===== src/verilog/dds_pkg.sv =====
// constants, modes and the output beat carrier for the dds stream sideband block
// assumes one 100 MHz clock and an apb slave port with 32-bit data
package dds_pkg;

   // apb register byte offsets
   localparam logic [11:0] DDS_OFF_CTRL = 12'h000;
   localparam logic [11:0] DDS_OFF_CHAN_SEL = 12'h004;
   localparam logic [11:0] DDS_OFF_STEP_LOAD = 12'h008;
   localparam logic [11:0] DDS_OFF_SHIFT_LOAD = 12'h00C;
   localparam logic [11:0] DDS_OFF_STATUS = 12'h010;

   // control register fields and reset value
   localparam int DDS_CTRL_RUN_BIT = 0;
   localparam logic [31:0] DDS_CTRL_RESET = 32'h0000_0001;

   // status register fields
   localparam int DDS_STAT_PEND_BIT = 0;
   localparam int DDS_STAT_OUTV_BIT = 1;
   localparam int DDS_STAT_CHAN_POS = 4;

   // channel select field width and reset value
   localparam int DDS_CHSEL_W = 4;
   localparam logic [3:0] DDS_CHSEL_RESET = 4'h0;

   // widest phase and user fields the carrier holds
   localparam int DDS_MAX_PW = 32;
   localparam int DDS_MAX_UW = 16;
   localparam int DDS_MAX_CH = 16;

   // tlast framing, gray coded
   typedef enum logic [1:0] {
      DDS_FRAME_NONE = 2'b00,
      DDS_FRAME_VECTOR = 2'b01,
      DDS_FRAME_PACKET = 2'b11,
      DDS_FRAME_CFGTRIG = 2'b10
   } dds_frame_t;

   // tuser content of one stream
   typedef enum logic [1:0] {
      DDS_USER_NONE = 2'b00,
      DDS_USER_CHAN = 2'b01,
      DDS_USER_FIELD = 2'b11,
      DDS_USER_BOTH = 2'b10
   } dds_user_t;

   // source of phase step or phase shift
   typedef enum logic [1:0] {
      DDS_SRC_NONE = 2'b00,
      DDS_SRC_FIXED = 2'b01,
      DDS_SRC_PROG = 2'b11,
      DDS_SRC_STREAM = 2'b10
   } dds_src_t;

   // moment at which pending configuration is adopted
   typedef enum logic {
      DDS_SYNC_VECTOR = 1'b0,
      DDS_SYNC_PACKET = 1'b1
   } dds_sync_t;

   // one output beat shared by the data and phase output streams
   typedef struct packed {
      logic [DDS_MAX_PW-1:0] data;
      logic [DDS_MAX_PW-1:0] phase;
      logic last;
      logic [DDS_MAX_UW-1:0] user;
      logic [DDS_CHSEL_W-1:0] chan;
   } dds_beat_t;

endpackage


===== src/verilog/dds_axi_stream_sideband.sv =====
// sideband, channel and configuration handling of a multi-channel synthesizer
// assumes axi4-stream neighbours on the phase input and both outputs, and an apb master
`timescale 1ns/1ns
`default_nettype none

// What this block does
// - last-transfer marker exists only with more than one channel
// - framing not-required drives no last marker anywhere
// - vector framing marks the final channel of each cycle with tlast
// - packet framing carries input tlast with data latency, used inside only by packet sync
// - config-triggered framing as vector, input tlast adopts pending config
// - back-pressure on: outputs obey valid/ready, downstream may stall
// - input tready follows the same back-pressure setting
// - no user sideband selected means tuser carries nothing
// - channel-id mode: tuser holds the transfer's channel index
// - user mode: input tuser passed untouched to the outputs
// - combined mode: user field above channel index, index minimal width
// - user field width is a build parameter, carried without change
// - vector sync: new config takes effect at a fresh channel cycle
// - packet sync only with packet framing, input tlast applies config
// - phase step is fixed, programmable or streaming at build time
// - programmable step has channel select, data and write enable
// - phase step spans zero to two to the phase width minus one
// - phase shift is none, fixed, programmable or streaming
// - each channel holds its own shift, a fraction of a full turn
// - each channel holds its own step, hence its own frequency
// - one to sixteen channels share one datapath in turn
// - registered active-low clear overrides enable, hold two cycles
// - with clock enable low channel, accumulators and outputs hold; apb loads and clear still act
module dds_axi_stream_sideband
   import dds_pkg::*;
#(
   parameter int NUM_CHANNELS = 1,
   parameter int PHASE_WIDTH = 16,
   parameter int USER_WIDTH = 1,
   parameter dds_frame_t FRAMING = DDS_FRAME_NONE,
   parameter bit BACKPRESSURE = 1'b0,
   parameter dds_user_t USER_IN = DDS_USER_NONE,
   parameter dds_user_t USER_DATA = DDS_USER_NONE,
   parameter dds_user_t USER_PHASE = DDS_USER_NONE,
   parameter dds_sync_t SYNC_MODE = DDS_SYNC_VECTOR,
   parameter dds_src_t STEP_SRC = DDS_SRC_PROG,
   parameter dds_src_t SHIFT_SRC = DDS_SRC_NONE,
   parameter logic [PHASE_WIDTH-1:0] FIXED_STEP = '0,
   parameter logic [PHASE_WIDTH-1:0] FIXED_SHIFT = '0,
   localparam int CHW = (NUM_CHANNELS > 1) ? $clog2(NUM_CHANNELS) : 1,
   localparam int TUW = USER_WIDTH + CHW
)(
   input wire logic clk,
   input wire logic rst,
   input wire logic aclken,
   input wire logic clearN,
   input wire logic psel,
   input wire logic penable,
   input wire logic pwrite,
   input wire logic [11:0] paddr,
   input wire logic [31:0] pwdata,
   input wire logic [3:0] pstrb,
   output logic pready,
   output logic pslverr,
   output logic [31:0] prdata,
   input wire logic sPhaseValid,
   output logic sPhaseReady,
   input wire logic [2*PHASE_WIDTH-1:0] sPhaseData,
   input wire logic sPhaseLast,
   input wire logic [TUW-1:0] sPhaseUser,
   output logic mDataValid,
   input wire logic mDataReady,
   output logic [PHASE_WIDTH-1:0] mDataData,
   output logic mDataLast,
   output logic [TUW-1:0] mDataUser,
   output logic mPhaseValid,
   input wire logic mPhaseReady,
   output logic [PHASE_WIDTH-1:0] mPhasePhase,
   output logic mPhaseLast,
   output logic [TUW-1:0] mPhaseUser
);

   // build-time features derived from the parameters
   localparam bit HAS_IN = (STEP_SRC == DDS_SRC_STREAM) || (SHIFT_SRC == DDS_SRC_STREAM);
   localparam bit LAST_ON = (NUM_CHANNELS > 1) && (FRAMING != DDS_FRAME_NONE);
   localparam bit PKT_SYNC = (SYNC_MODE == DDS_SYNC_PACKET) && (FRAMING == DDS_FRAME_PACKET);
   localparam bit SHIFT_LOADABLE = (SHIFT_SRC == DDS_SRC_FIXED) || (SHIFT_SRC == DDS_SRC_PROG);
   localparam logic [CHW-1:0] LAST_CHAN = CHW'(NUM_CHANNELS - 1);

   // assemble an output tuser from the user field and the channel index
   function automatic logic [TUW-1:0] packUser(input dds_user_t mode,
                                               input logic [DDS_MAX_UW-1:0] user,
                                               input logic [DDS_CHSEL_W-1:0] chan);
      logic [TUW-1:0] u;
      u = '0;
      case (mode)
         DDS_USER_CHAN: u = TUW'(chan[CHW-1:0]);
         DDS_USER_FIELD: u = TUW'(user[USER_WIDTH-1:0]);
         DDS_USER_BOTH: u = {user[USER_WIDTH-1:0], chan[CHW-1:0]};
         default: u = '0;
      endcase
      return u;
   endfunction

   // control and status state
   logic clearReg;
   logic runBit;
   logic [DDS_CHSEL_W-1:0] chSel;
   logic [CHW-1:0] chan;
   logic pendFlag;
   logic [PHASE_WIDTH-1:0] acc [NUM_CHANNELS];
   logic [PHASE_WIDTH-1:0] actStep [NUM_CHANNELS];
   logic [PHASE_WIDTH-1:0] pendStep [NUM_CHANNELS];
   logic [PHASE_WIDTH-1:0] actShift [NUM_CHANNELS];
   logic [PHASE_WIDTH-1:0] pendShift [NUM_CHANNELS];
   dds_beat_t outMain;
   dds_beat_t skid;
   logic outValid;
   logic skidValid;

   // clear after its input register, and the qualified enable
   wire syncClear = rst || clearReg;
   wire en = aclken && runBit;

   // apb decode
   wire apbSetup = psel && !penable;
   wire apbWr = psel && penable && pready && pwrite;
   wire hitCtrl = paddr == DDS_OFF_CTRL;
   wire hitSel = paddr == DDS_OFF_CHAN_SEL;
   wire hitStep = paddr == DDS_OFF_STEP_LOAD;
   wire hitShift = paddr == DDS_OFF_SHIFT_LOAD;
   wire hitStat = paddr == DDS_OFF_STATUS;
   wire hitAny = hitCtrl || hitSel || hitStep || hitShift || hitStat;
   // one spare bit so that a count of sixteen channels does not wrap to zero
   wire selOk = {1'b0, chSel} < (DDS_CHSEL_W + 1)'(NUM_CHANNELS);
   wire [CHW-1:0] selIdx = selOk ? chSel[CHW-1:0] : '0;
   wire wrStep = apbWr && hitStep && (STEP_SRC == DDS_SRC_PROG) && selOk;
   wire wrShift = apbWr && hitShift && SHIFT_LOADABLE && selOk;
   wire [PHASE_WIDTH-1:0] wrValue = pwdata[PHASE_WIDTH-1:0];

   // register read mux
   wire [31:0] rdStep = selOk ? 32'(actStep[selIdx]) : 32'h0000_0000;
   wire [31:0] rdShift = selOk ? 32'(actShift[selIdx]) : 32'h0000_0000;
   wire [31:0] rdStat = (32'(pendFlag) << DDS_STAT_PEND_BIT)
                      | (32'(outValid) << DDS_STAT_OUTV_BIT)
                      | (32'(chan) << DDS_STAT_CHAN_POS);
   wire [31:0] rdMux = hitCtrl ? (32'(runBit) << DDS_CTRL_RUN_BIT)
                     : hitSel ? 32'(chSel)
                     : hitStep ? rdStep
                     : hitShift ? rdShift
                     : hitStat ? rdStat
                     : 32'h0000_0000;

   // input stream view: streaming values in their own tdata subfields
   wire inValid = HAS_IN ? sPhaseValid : 1'b1;
   wire inLast = HAS_IN ? sPhaseLast : (chan == LAST_CHAN);
   wire [PHASE_WIDTH-1:0] strStep = sPhaseData[PHASE_WIDTH-1:0];
   wire [PHASE_WIDTH-1:0] strShift = (STEP_SRC == DDS_SRC_STREAM)
                                   ? sPhaseData[2*PHASE_WIDTH-1:PHASE_WIDTH]
                                   : sPhaseData[PHASE_WIDTH-1:0];
   wire [DDS_MAX_UW-1:0] userIn = (USER_IN == DDS_USER_BOTH)
                                ? DDS_MAX_UW'(sPhaseUser[TUW-1:CHW])
                                : DDS_MAX_UW'(sPhaseUser[USER_WIDTH-1:0]);

   // per-channel step and shift in use this transfer
   wire [PHASE_WIDTH-1:0] curStep = (STEP_SRC == DDS_SRC_STREAM) ? strStep
                                  : (STEP_SRC == DDS_SRC_FIXED) ? FIXED_STEP
                                  : actStep[chan];
   wire [PHASE_WIDTH-1:0] curShift = (SHIFT_SRC == DDS_SRC_STREAM) ? strShift
                                   : (SHIFT_SRC == DDS_SRC_NONE) ? '0
                                   : actShift[chan];

   // output handshake with a skid stage so tready can come from a flop
   wire dnReady = BACKPRESSURE ? (mDataReady && mPhaseReady) : 1'b1;
   wire accept = en && inValid && sPhaseReady;
   wire pop = en && outValid && dnReady;
   wire toSkid = accept && outValid && !pop;
   wire next_skidValid = toSkid ? 1'b1 : (pop ? 1'b0 : skidValid);
   wire next_outValid = accept || (outValid && !pop) || (pop && skidValid);
   wire chanWrap = chan == LAST_CHAN;

   // the beat built from the current channel
   dds_beat_t beat;
   assign beat.data = DDS_MAX_PW'(PHASE_WIDTH'(acc[chan] + curShift));
   assign beat.phase = DDS_MAX_PW'(acc[chan]);
   assign beat.last = (FRAMING == DDS_FRAME_PACKET) ? sPhaseLast && HAS_IN
                    : chanWrap;
   assign beat.user = userIn;
   assign beat.chan = DDS_CHSEL_W'(chan);

   // adoption trigger for pending configuration
   wire lastTrig = (FRAMING == DDS_FRAME_CFGTRIG) || PKT_SYNC;
   wire adopt = pendFlag && accept && (lastTrig ? inLast : chanWrap);

   // registered clear input and apb slave
   always_ff @(posedge clk)
   begin
      clearReg <= rst ? 1'b0 : !clearN;
      pready <= rst ? 1'b0 : (apbSetup && !pready);
      pslverr <= rst ? 1'b0 : (apbSetup && !pready && !hitAny);
      prdata <= (rst || !(apbSetup && !pwrite)) ? 32'h0000_0000 : rdMux;
   end

   // software controls
   always_ff @(posedge clk)
   begin
      if (rst)
      begin
         runBit <= DDS_CTRL_RESET[DDS_CTRL_RUN_BIT];
         chSel <= DDS_CHSEL_RESET;
      end
      else
      begin
         if (apbWr && hitCtrl && pstrb[0])
            runBit <= pwdata[DDS_CTRL_RUN_BIT];
         if (apbWr && hitSel && pstrb[0])
            chSel <= pwdata[DDS_CHSEL_W-1:0];
      end
   end

   // pending flag: a new load wins over a same-cycle adoption
   always_ff @(posedge clk)
   begin
      if (syncClear)
         pendFlag <= 1'b0;
      else if (wrStep || wrShift)
         pendFlag <= 1'b1;
      else if (adopt)
         pendFlag <= 1'b0;
   end

   // channel counter, one step per accepted transfer
   always_ff @(posedge clk)
   begin
      if (syncClear)
         chan <= '0;
      else if (accept)
         chan <= chanWrap ? '0 : CHW'(chan + 1'b1);
   end

   // per-channel accumulators, pending and active configuration
   for (genvar c = 0; c < NUM_CHANNELS; c++)
   begin : g_chan
      always_ff @(posedge clk)
      begin
         if (syncClear)
         begin
            acc[c] <= '0;
            actStep[c] <= FIXED_STEP;
            pendStep[c] <= FIXED_STEP;
            actShift[c] <= FIXED_SHIFT;
            pendShift[c] <= FIXED_SHIFT;
         end
         else
         begin
            if (accept && chan == CHW'(c))
               acc[c] <= PHASE_WIDTH'(acc[c] + curStep);
            if (wrStep && selIdx == CHW'(c))
               pendStep[c] <= wrValue;
            if (wrShift && selIdx == CHW'(c))
               pendShift[c] <= wrValue;
            if (adopt)
            begin
               actStep[c] <= pendStep[c];
               actShift[c] <= pendShift[c];
            end
         end
      end
   end

   // output stage and skid buffer, held while the enable is low
   always_ff @(posedge clk)
   begin
      if (syncClear)
      begin
         outValid <= 1'b0;
         skidValid <= 1'b0;
         sPhaseReady <= 1'b0;
         outMain <= '0;
         skid <= '0;
      end
      else
      begin
         outValid <= next_outValid;
         skidValid <= next_skidValid;
         sPhaseReady <= !next_skidValid;
         if (toSkid)
            skid <= beat;
         if (accept && !toSkid)
            outMain <= beat;
         else if (pop && skidValid)
            outMain <= skid;
      end
   end

   // output ports: straight from the output stage flops
   assign mDataValid = outValid;
   assign mPhaseValid = outValid;
   assign mDataData = outMain.data[PHASE_WIDTH-1:0];
   assign mPhasePhase = outMain.phase[PHASE_WIDTH-1:0];
   assign mDataLast = LAST_ON && outMain.last;
   assign mPhaseLast = LAST_ON && outMain.last;
   assign mDataUser = packUser(USER_DATA, outMain.user, outMain.chan);
   assign mPhaseUser = packUser(USER_PHASE, outMain.user, outMain.chan);
endmodule

`default_nettype wire


===== config.mk =====
export PLATFORM = sky130hd
export DESIGN_NAME = dds_axi_stream_sideband
export DESIGN_NICKNAME = d
export VERILOG_FILES = /design/src/verilog/dds_pkg.sv /design/src/verilog/dds_axi_stream_sideband.sv
export SDC_FILE = /design/constraint.sdc
export NUM_CORES = 1
export LEC_CHECK = 0
export BUFFER_PORTS_ARGS = -buffer_cell sky130_fd_sc_hd__buf_2
export CAP_MARGIN = 25
export CORE_ASPECT_RATIO = 1.2
export CORE_UTILIZATION = 40
export CTS_BUF_LIST = sky130_fd_sc_hd__clkbuf_4 sky130_fd_sc_hd__clkbuf_8 sky130_fd_sc_hd__clkbuf_16
export DETAILED_ROUTE_END_ITERATION = 10
export PLACE_DENSITY = 0.66
export SYNTH_ARGS = -nofsm -noshare
export SYNTH_HDL_FRONTEND = slang
export SYNTH_SLANG_ARGS = --single-unit
export TNS_END_PERCENT = 50

===== constraint.sdc =====
create_clock -name clk -period 3.9 [get_ports clk]
set_input_delay 0 -clock clk [delete_from_list [all_inputs] [get_ports clk]]
set_output_delay 0 -clock clk [all_outputs]
set_load 0.005 [all_outputs]

# [Word-level counts from Yosys, hierarchy flattened]
# Memory sizes are Yosys's and may differ from the RTL's.
# Cells that the tools add are included.
[word_totals] register_bits=80 ramBits=64 inputBits=93 output_inout_bits=75 word_cells=119 n_memories=4
[mem_list] memory="acc" words=1 width=16 read_ports=2 rd_ports_with_merged_regs=0 write_ports=1 line_no="dds_axi_stream_sideband.sv:107" text="logic [PHASE_WIDTH-1:0] acc [NUM_CHANNELS];"
[mem_list] memory="actShift" words=1 width=16 read_ports=1 rd_ports_with_merged_regs=0 write_ports=1 line_no="dds_axi_stream_sideband.sv:110" text="logic [PHASE_WIDTH-1:0] actShift [NUM_CHANNELS];"
[mem_list] memory="actStep" words=1 width=16 read_ports=2 rd_ports_with_merged_regs=0 write_ports=1 line_no="dds_axi_stream_sideband.sv:108" text="logic [PHASE_WIDTH-1:0] actStep [NUM_CHANNELS];"
[mem_list] memory="pendStep" words=1 width=16 read_ports=1 rd_ports_with_merged_regs=0 write_ports=1 line_no="dds_axi_stream_sideband.sv:109" text="logic [PHASE_WIDTH-1:0] pendStep [NUM_CHANNELS];"
[op_classes] addsub=2 n_lt_le_gt_ge=1 eq_ne=4 muxes=34 bitwise_logic=4 n_reduce_logical=51
[ops] operator="$mux 69" n=2
[ops] operator="$mux 16" n=8
[ops] operator="$reduce_or 16->1" n=4
[ops] operator="$logic_and 1x1->1" n=25
[ops] operator="$eq 12x4->1 const B" n=2
[ops] operator="$mux 1" n=22
[ops] operator="$add 16x16->16" n=1
[ops] operator="$eq 12x3->1 const B" n=1
[ops] operator="$eq 12x5->1 const B" n=1
[ops] operator="$logic_not 12->1" n=1
[ops] operator="$logic_not 1->1" n=9
[ops] operator="$logic_or 1x1->1" n=8
[ops] operator="$mux 5" n=1
[ops] operator="$or 2x5->5" n=1
[ops] operator="$lt 4x1->1 const B" n=1
[ops] operator="$mux 4" n=1
[ops] operator="$reduce_bool 2->1" n=2
[ops] operator="$reduce_or 3->1" n=1
[ops] operator="$not 1->1" n=2
[ops] operator="$or 1x2->2" n=1
[ops] operator="$reduce_or 2->1" n=1
[ops] operator="$add 1x1->1 const B" n=1

# [Depth between registers and ports, before layout]
[logic_depth] depth_word=11 ltp_mapped=7 mapped_depth_nobuf=7

# [Worst setup path after synthesis]
# No wires, ideal clock.
[synth_timing] path_type="reg2reg" start="register runBit" end="memory actStep[0][0] (enable)" setup_time_ps=411 arrival_ps=1999 slack_ps=1490 path_stages_with_launch=4 n_path_buf=1 cell_sequence="dfxtp_1 > nand3_1 > buf_1 > o21ai_0"
[synth_between] elab_chain_len=9
[synth_rtl] element="start: declaration" line_no="dds_axi_stream_sideband.sv:103" text="logic runBit;"
[synth_rtl] element="start signal: assignment" line_no="dds_axi_stream_sideband.sv:205" text="runBit <= DDS_CTRL_RESET[DDS_CTRL_RUN_BIT];"
[synth_rtl] element="start signal: assignment" line_no="dds_axi_stream_sideband.sv:211" text="runBit <= pwdata[DDS_CTRL_RUN_BIT];"
[synth_rtl] element="$logic_and 1x1->1 (*)" line_no="dds_axi_stream_sideband.sv:119" text="wire en = aclken && runBit;"
[synth_rtl] element="$logic_and 1x1->1 (*)" line_no="dds_axi_stream_sideband.sv:171" text="wire accept = en && inValid && sPhaseReady;"
[synth_rtl] element="$logic_and 1x1->1 (*) (2 in series)" line_no="dds_axi_stream_sideband.sv:189" text="wire adopt = pendFlag && accept && (lastTrig ? inLast : chanWrap);"
[synth_rtl] element="$mux 1 (*)" line_no="dds_axi_stream_sideband.sv:258" text="if (adopt)"
[synth_rtl] element="$mux 1 (*)" line_no="dds_axi_stream_sideband.sv:242" text="if (syncClear)"
[synth_rtl] element="$mux 1 (implied by the code) (*)" line_no="dds_axi_stream_sideband.sv:260" text="actStep[c] <= pendStep[c];"
[synth_rtl] element="$reduce_or 16->1 (no line)"
[synth_rtl] element="$mux 1 (no line) (*)"
[synth_rtl] element="end: declaration" line_no="dds_axi_stream_sideband.sv:108"
# Mark *: on every way between the ends. The rest lies on a longest branch, timed or not.

==> flow_summary.json <==
{
  "cts-buffers-inserted": 9,
  "end_kind": "register",
  "async_flop_share_pct": 0,
  "pre_cts_ws_ns": 1.427,
  "cts.sinks": 108,
  "grt_overflow": 0,
  "grt_pass1_wl_mm": 13.70,
  "drc": 0,
  "crit_required_ns": 3.98,
  "synth-seq-area-share_pct": 53.77,
  "worst-path-max-fanout": 4,
  "nFillCells": 1119,
  "hold_viol": 0,
  "leakagePower_nw": 2.655,
  "viasPerCell": 4.620,
  "wl_per_cell_um": 12.26,
  "port_buffers": 88,
  "ys.flop_type": "dfxtp_1",
  "htreeDepth": 3,
  "cts_tree": "done",
  "utilization_pct": 49.14,
  "cts_setup_buffers": 0,
  "rows": 44,
  "synth_area_um2": 4915,
  "grtUsageTotal_pct": 14.24,
  "drt_wl_total_mm": 8.620,
  "fin_nets": 646,
  "worstMarginPinSlew_ns": 0.9346,
  "initial_core_util_pct": 40.76,
  "grt_max_degree": 34,
  "grt_pass1_vias": 2863,
  "min_period_ns": 2.484,
  "fin_skew_ns": 0.007505,
  "fin_ws_ns": 1.416,
  "placedCellCount": 657,
  "cts_max_path_buffers": 2,
  "synth-edff-count": 48,
  "rsz0062_at_grt": "false",
  "power_density_nw_per_um2": 411.6,
  "io_pins": 168,
  "drv_cap": 0,
  "gp_congestion": 0.8196,
  "netlist_instances": 438,
  "first_pass_iters": 4,
  "worstPathArrival_ns": 2.57,
  "drive_above_1_share_pct": 22.32,
  "status": "finished, final reports clean",
  "dp_hpwl_mm": 6.553,
  "drtIter0Drc": 82,
  "fp.coreArea_um2": 12060,
  "slew_headroom_pct": 37.69,
  "fin_crit_sh_pct": 63.70,
  "worstSetupStartpointType": "register",
  "antenna_found_initial": 0,
  "num_vias": 3248,
  "yosysTopAreaCell": "edfxtp_1",
  "clock_latency_ns": 0.34,
  "hold_ws_ns": 0.01414,
  "path_clk_slew_ns": 0.07,
  "yosys-top-cells-area": "edfxtp_1, dfxtp_1, and2_1",
  "max_freq_mhz": 402.5,
  "crit_type": "register to register",
  "drtAntennaViolNets": 0,
  "ir_drop_mv": 0.2277,
  "slew_viol_final": 0,
  "die_w_um": 103.2,
  "clockRootBuffer": "clkbuf_16",
  "n_antenna_cell": 0,
  "avgSynthCellArea_um2": 11.22,
  "cts_resized": 0,
  "stdcell_count": 703,
  "setup_viol": 0,
  "netlist.area_leader.share_pct": 29.33,
  "synth.distinct_cells": 56,
  "synth_seq_cells": 108,
  "syn2layout_area_growth_pct": 20.54,
  "dieArea_um2": 12740,
  "synth_warnings": 0,
  "die_y_um": 123.4,
  "holdCritPathClass": "primary input to register",
  "fin_tns_setup_ns": 0
}
[layer usage]
metal  routed length (µm)  up-vias  global-route usage (%)  part of all wire [%]
met3                  434        9                   2.657                   5.0
met4                  125        0                   5.810                   1.5
li1                     -     1691                       -                     -
met5                    0        -                       0                     0
met1                 3950     1455                   17.89                    46
met2                 4109       93                   23.96                    48
[stage by stage]
step / total power [mW] / area [µm²]
after floorplan: 1.426 / 4994
after global placement: 1.469 / 5296
after detailed placement: 1.474 / 5296
after CTS: 2.463 / 5902
after global routing: 2.542 / 5924
final: 2.439 / 5924
[final timing paths]
kind,start,endpoint,slack [ns],cells after the start
hold reg to reg,skidValid$_SDFF_PP0_,sPhaseReady$_SDFF_PP0_,0.46,1
setup / recovery,actStep[0][0]$_SDFFCE_PN0P_,acc[0][12]$_SDFFCE_PN0P_,1.42,7
setup reg to reg,actStep[0][0]$_SDFFCE_PN0P_,acc[0][12]$_SDFFCE_PN0P_,1.42,7
hold / removal,paddr[3],pslverr$_SDFF_PP0_,0.01,3
[Yosys cell counts (2+ instances only)]
| master | instances |
|---|---|
| buf_1 | 2 |
| nor2_1 | 41 |
| o21ai_0 | 11 |
| a31oi_1 | 2 |
| nor3_1 | 2 |
| nor2b_1 | 2 |
| a21oi_1 | 17 |
| or2_1 | 2 |
| and2_1 | 67 |
| edfxtp_1 | 48 |
| o211ai_1 | 2 |
| buf_2 | 5 |
| buf_4 | 39 |
| and3_1 | 7 |
| or3_1 | 2 |
| mux2i_1 | 23 |
| ha_1 | 15 |
| a211oi_1 | 17 |
| clkbuf_1 | 6 |
| a21o_1 | 5 |
| inv_1 | 2 |
| a21boi_0 | 2 |
| dfxtp_1 | 60 |
| xnor2_1 | 5 |
| xor2_1 | 7 |
| a22oi_1 | 4 |
| nand3_1 | 4 |
| nand2_1 | 10 |
| nand2b_1 | 2 |
[cells in the final DEF, fill, tap and decap left out, types with 4 or more instances in the layout]
cell type,instances
buf_2,88
and2_1,67
dfxtp_1,60
edfxtp_1,48
nor2_1,40
dlygate4sd3_1,28
mux2i_1,23
conb_1,22
a21oi_1,17
a211oi_1,17
ha_1,15
nand2_1,10
o21ai_0,9
clkbuf_16,9
and3_1,7
xor2_1,7
a21o_1,5
xnor2_1,5
nand3_1,4
a22oi_1,4
buf_4,4
[sequential cells by signal (all words and copies together), names as in the netlist, 4 cells and up]
name / count
pendStep: 16
acc: 16
chSel: 4
prdata: 16
mDataData: 16
skid: 16
actStep: 16
[cell type report]
cell class / count / area [µm²] / area share [%]
sequential: 108 / 2643 / 44.60
multi-input combinational: 295 / 1982 / 33.45
timing repair buffer: 121 / 765.7 / 12.93
clock buffer: 10 / 239.0 / 4.034
tap: 161 / 201.4 / 3.400
clock inverter: 6 / 86.33 / 1.457
inverter: 2 / 7.507 / 0.1267
[worst max-delay path, cell delays in order, from the launching register on]
cell      delay, ns
edfxtp_1       0.41
ha_1           0.26
fa_1           0.41
a21o_1         0.21
a221o_2        0.41
a221oi_2       0.27
xor2_1         0.20
nor2_1         0.05
[timing repair]
item / in CTS / in global routing
endpoints found under the setup margin: 0 / 0
hold buffers: 28 / 0
endpoints found under the hold margin: 29 / 0
[logic make-up after synthesis]
family / share of synthesized area (%)
AOI/OAI and AO/OA: 10.21
xor gates and xnor gates: 2.138
adders and majority gates: 4.226
buffers and inverters: 7.561
DFF: 53.77
muxes: 4.684
other: 0.07630
and+or+nand+nor: 17.34
[power breakdown]
part	total, mW	internal, mW	switching (mW)	leakage, nW
clock	0.971	0.580	0.391	0.159
sequential	1.24	1.22	0.0237	1.00
combinational	0.224	0.102	0.122	1.49
total	2.44	1.90	0.537	2.66
Note: power is estimated with default switching activity, not from simulation.
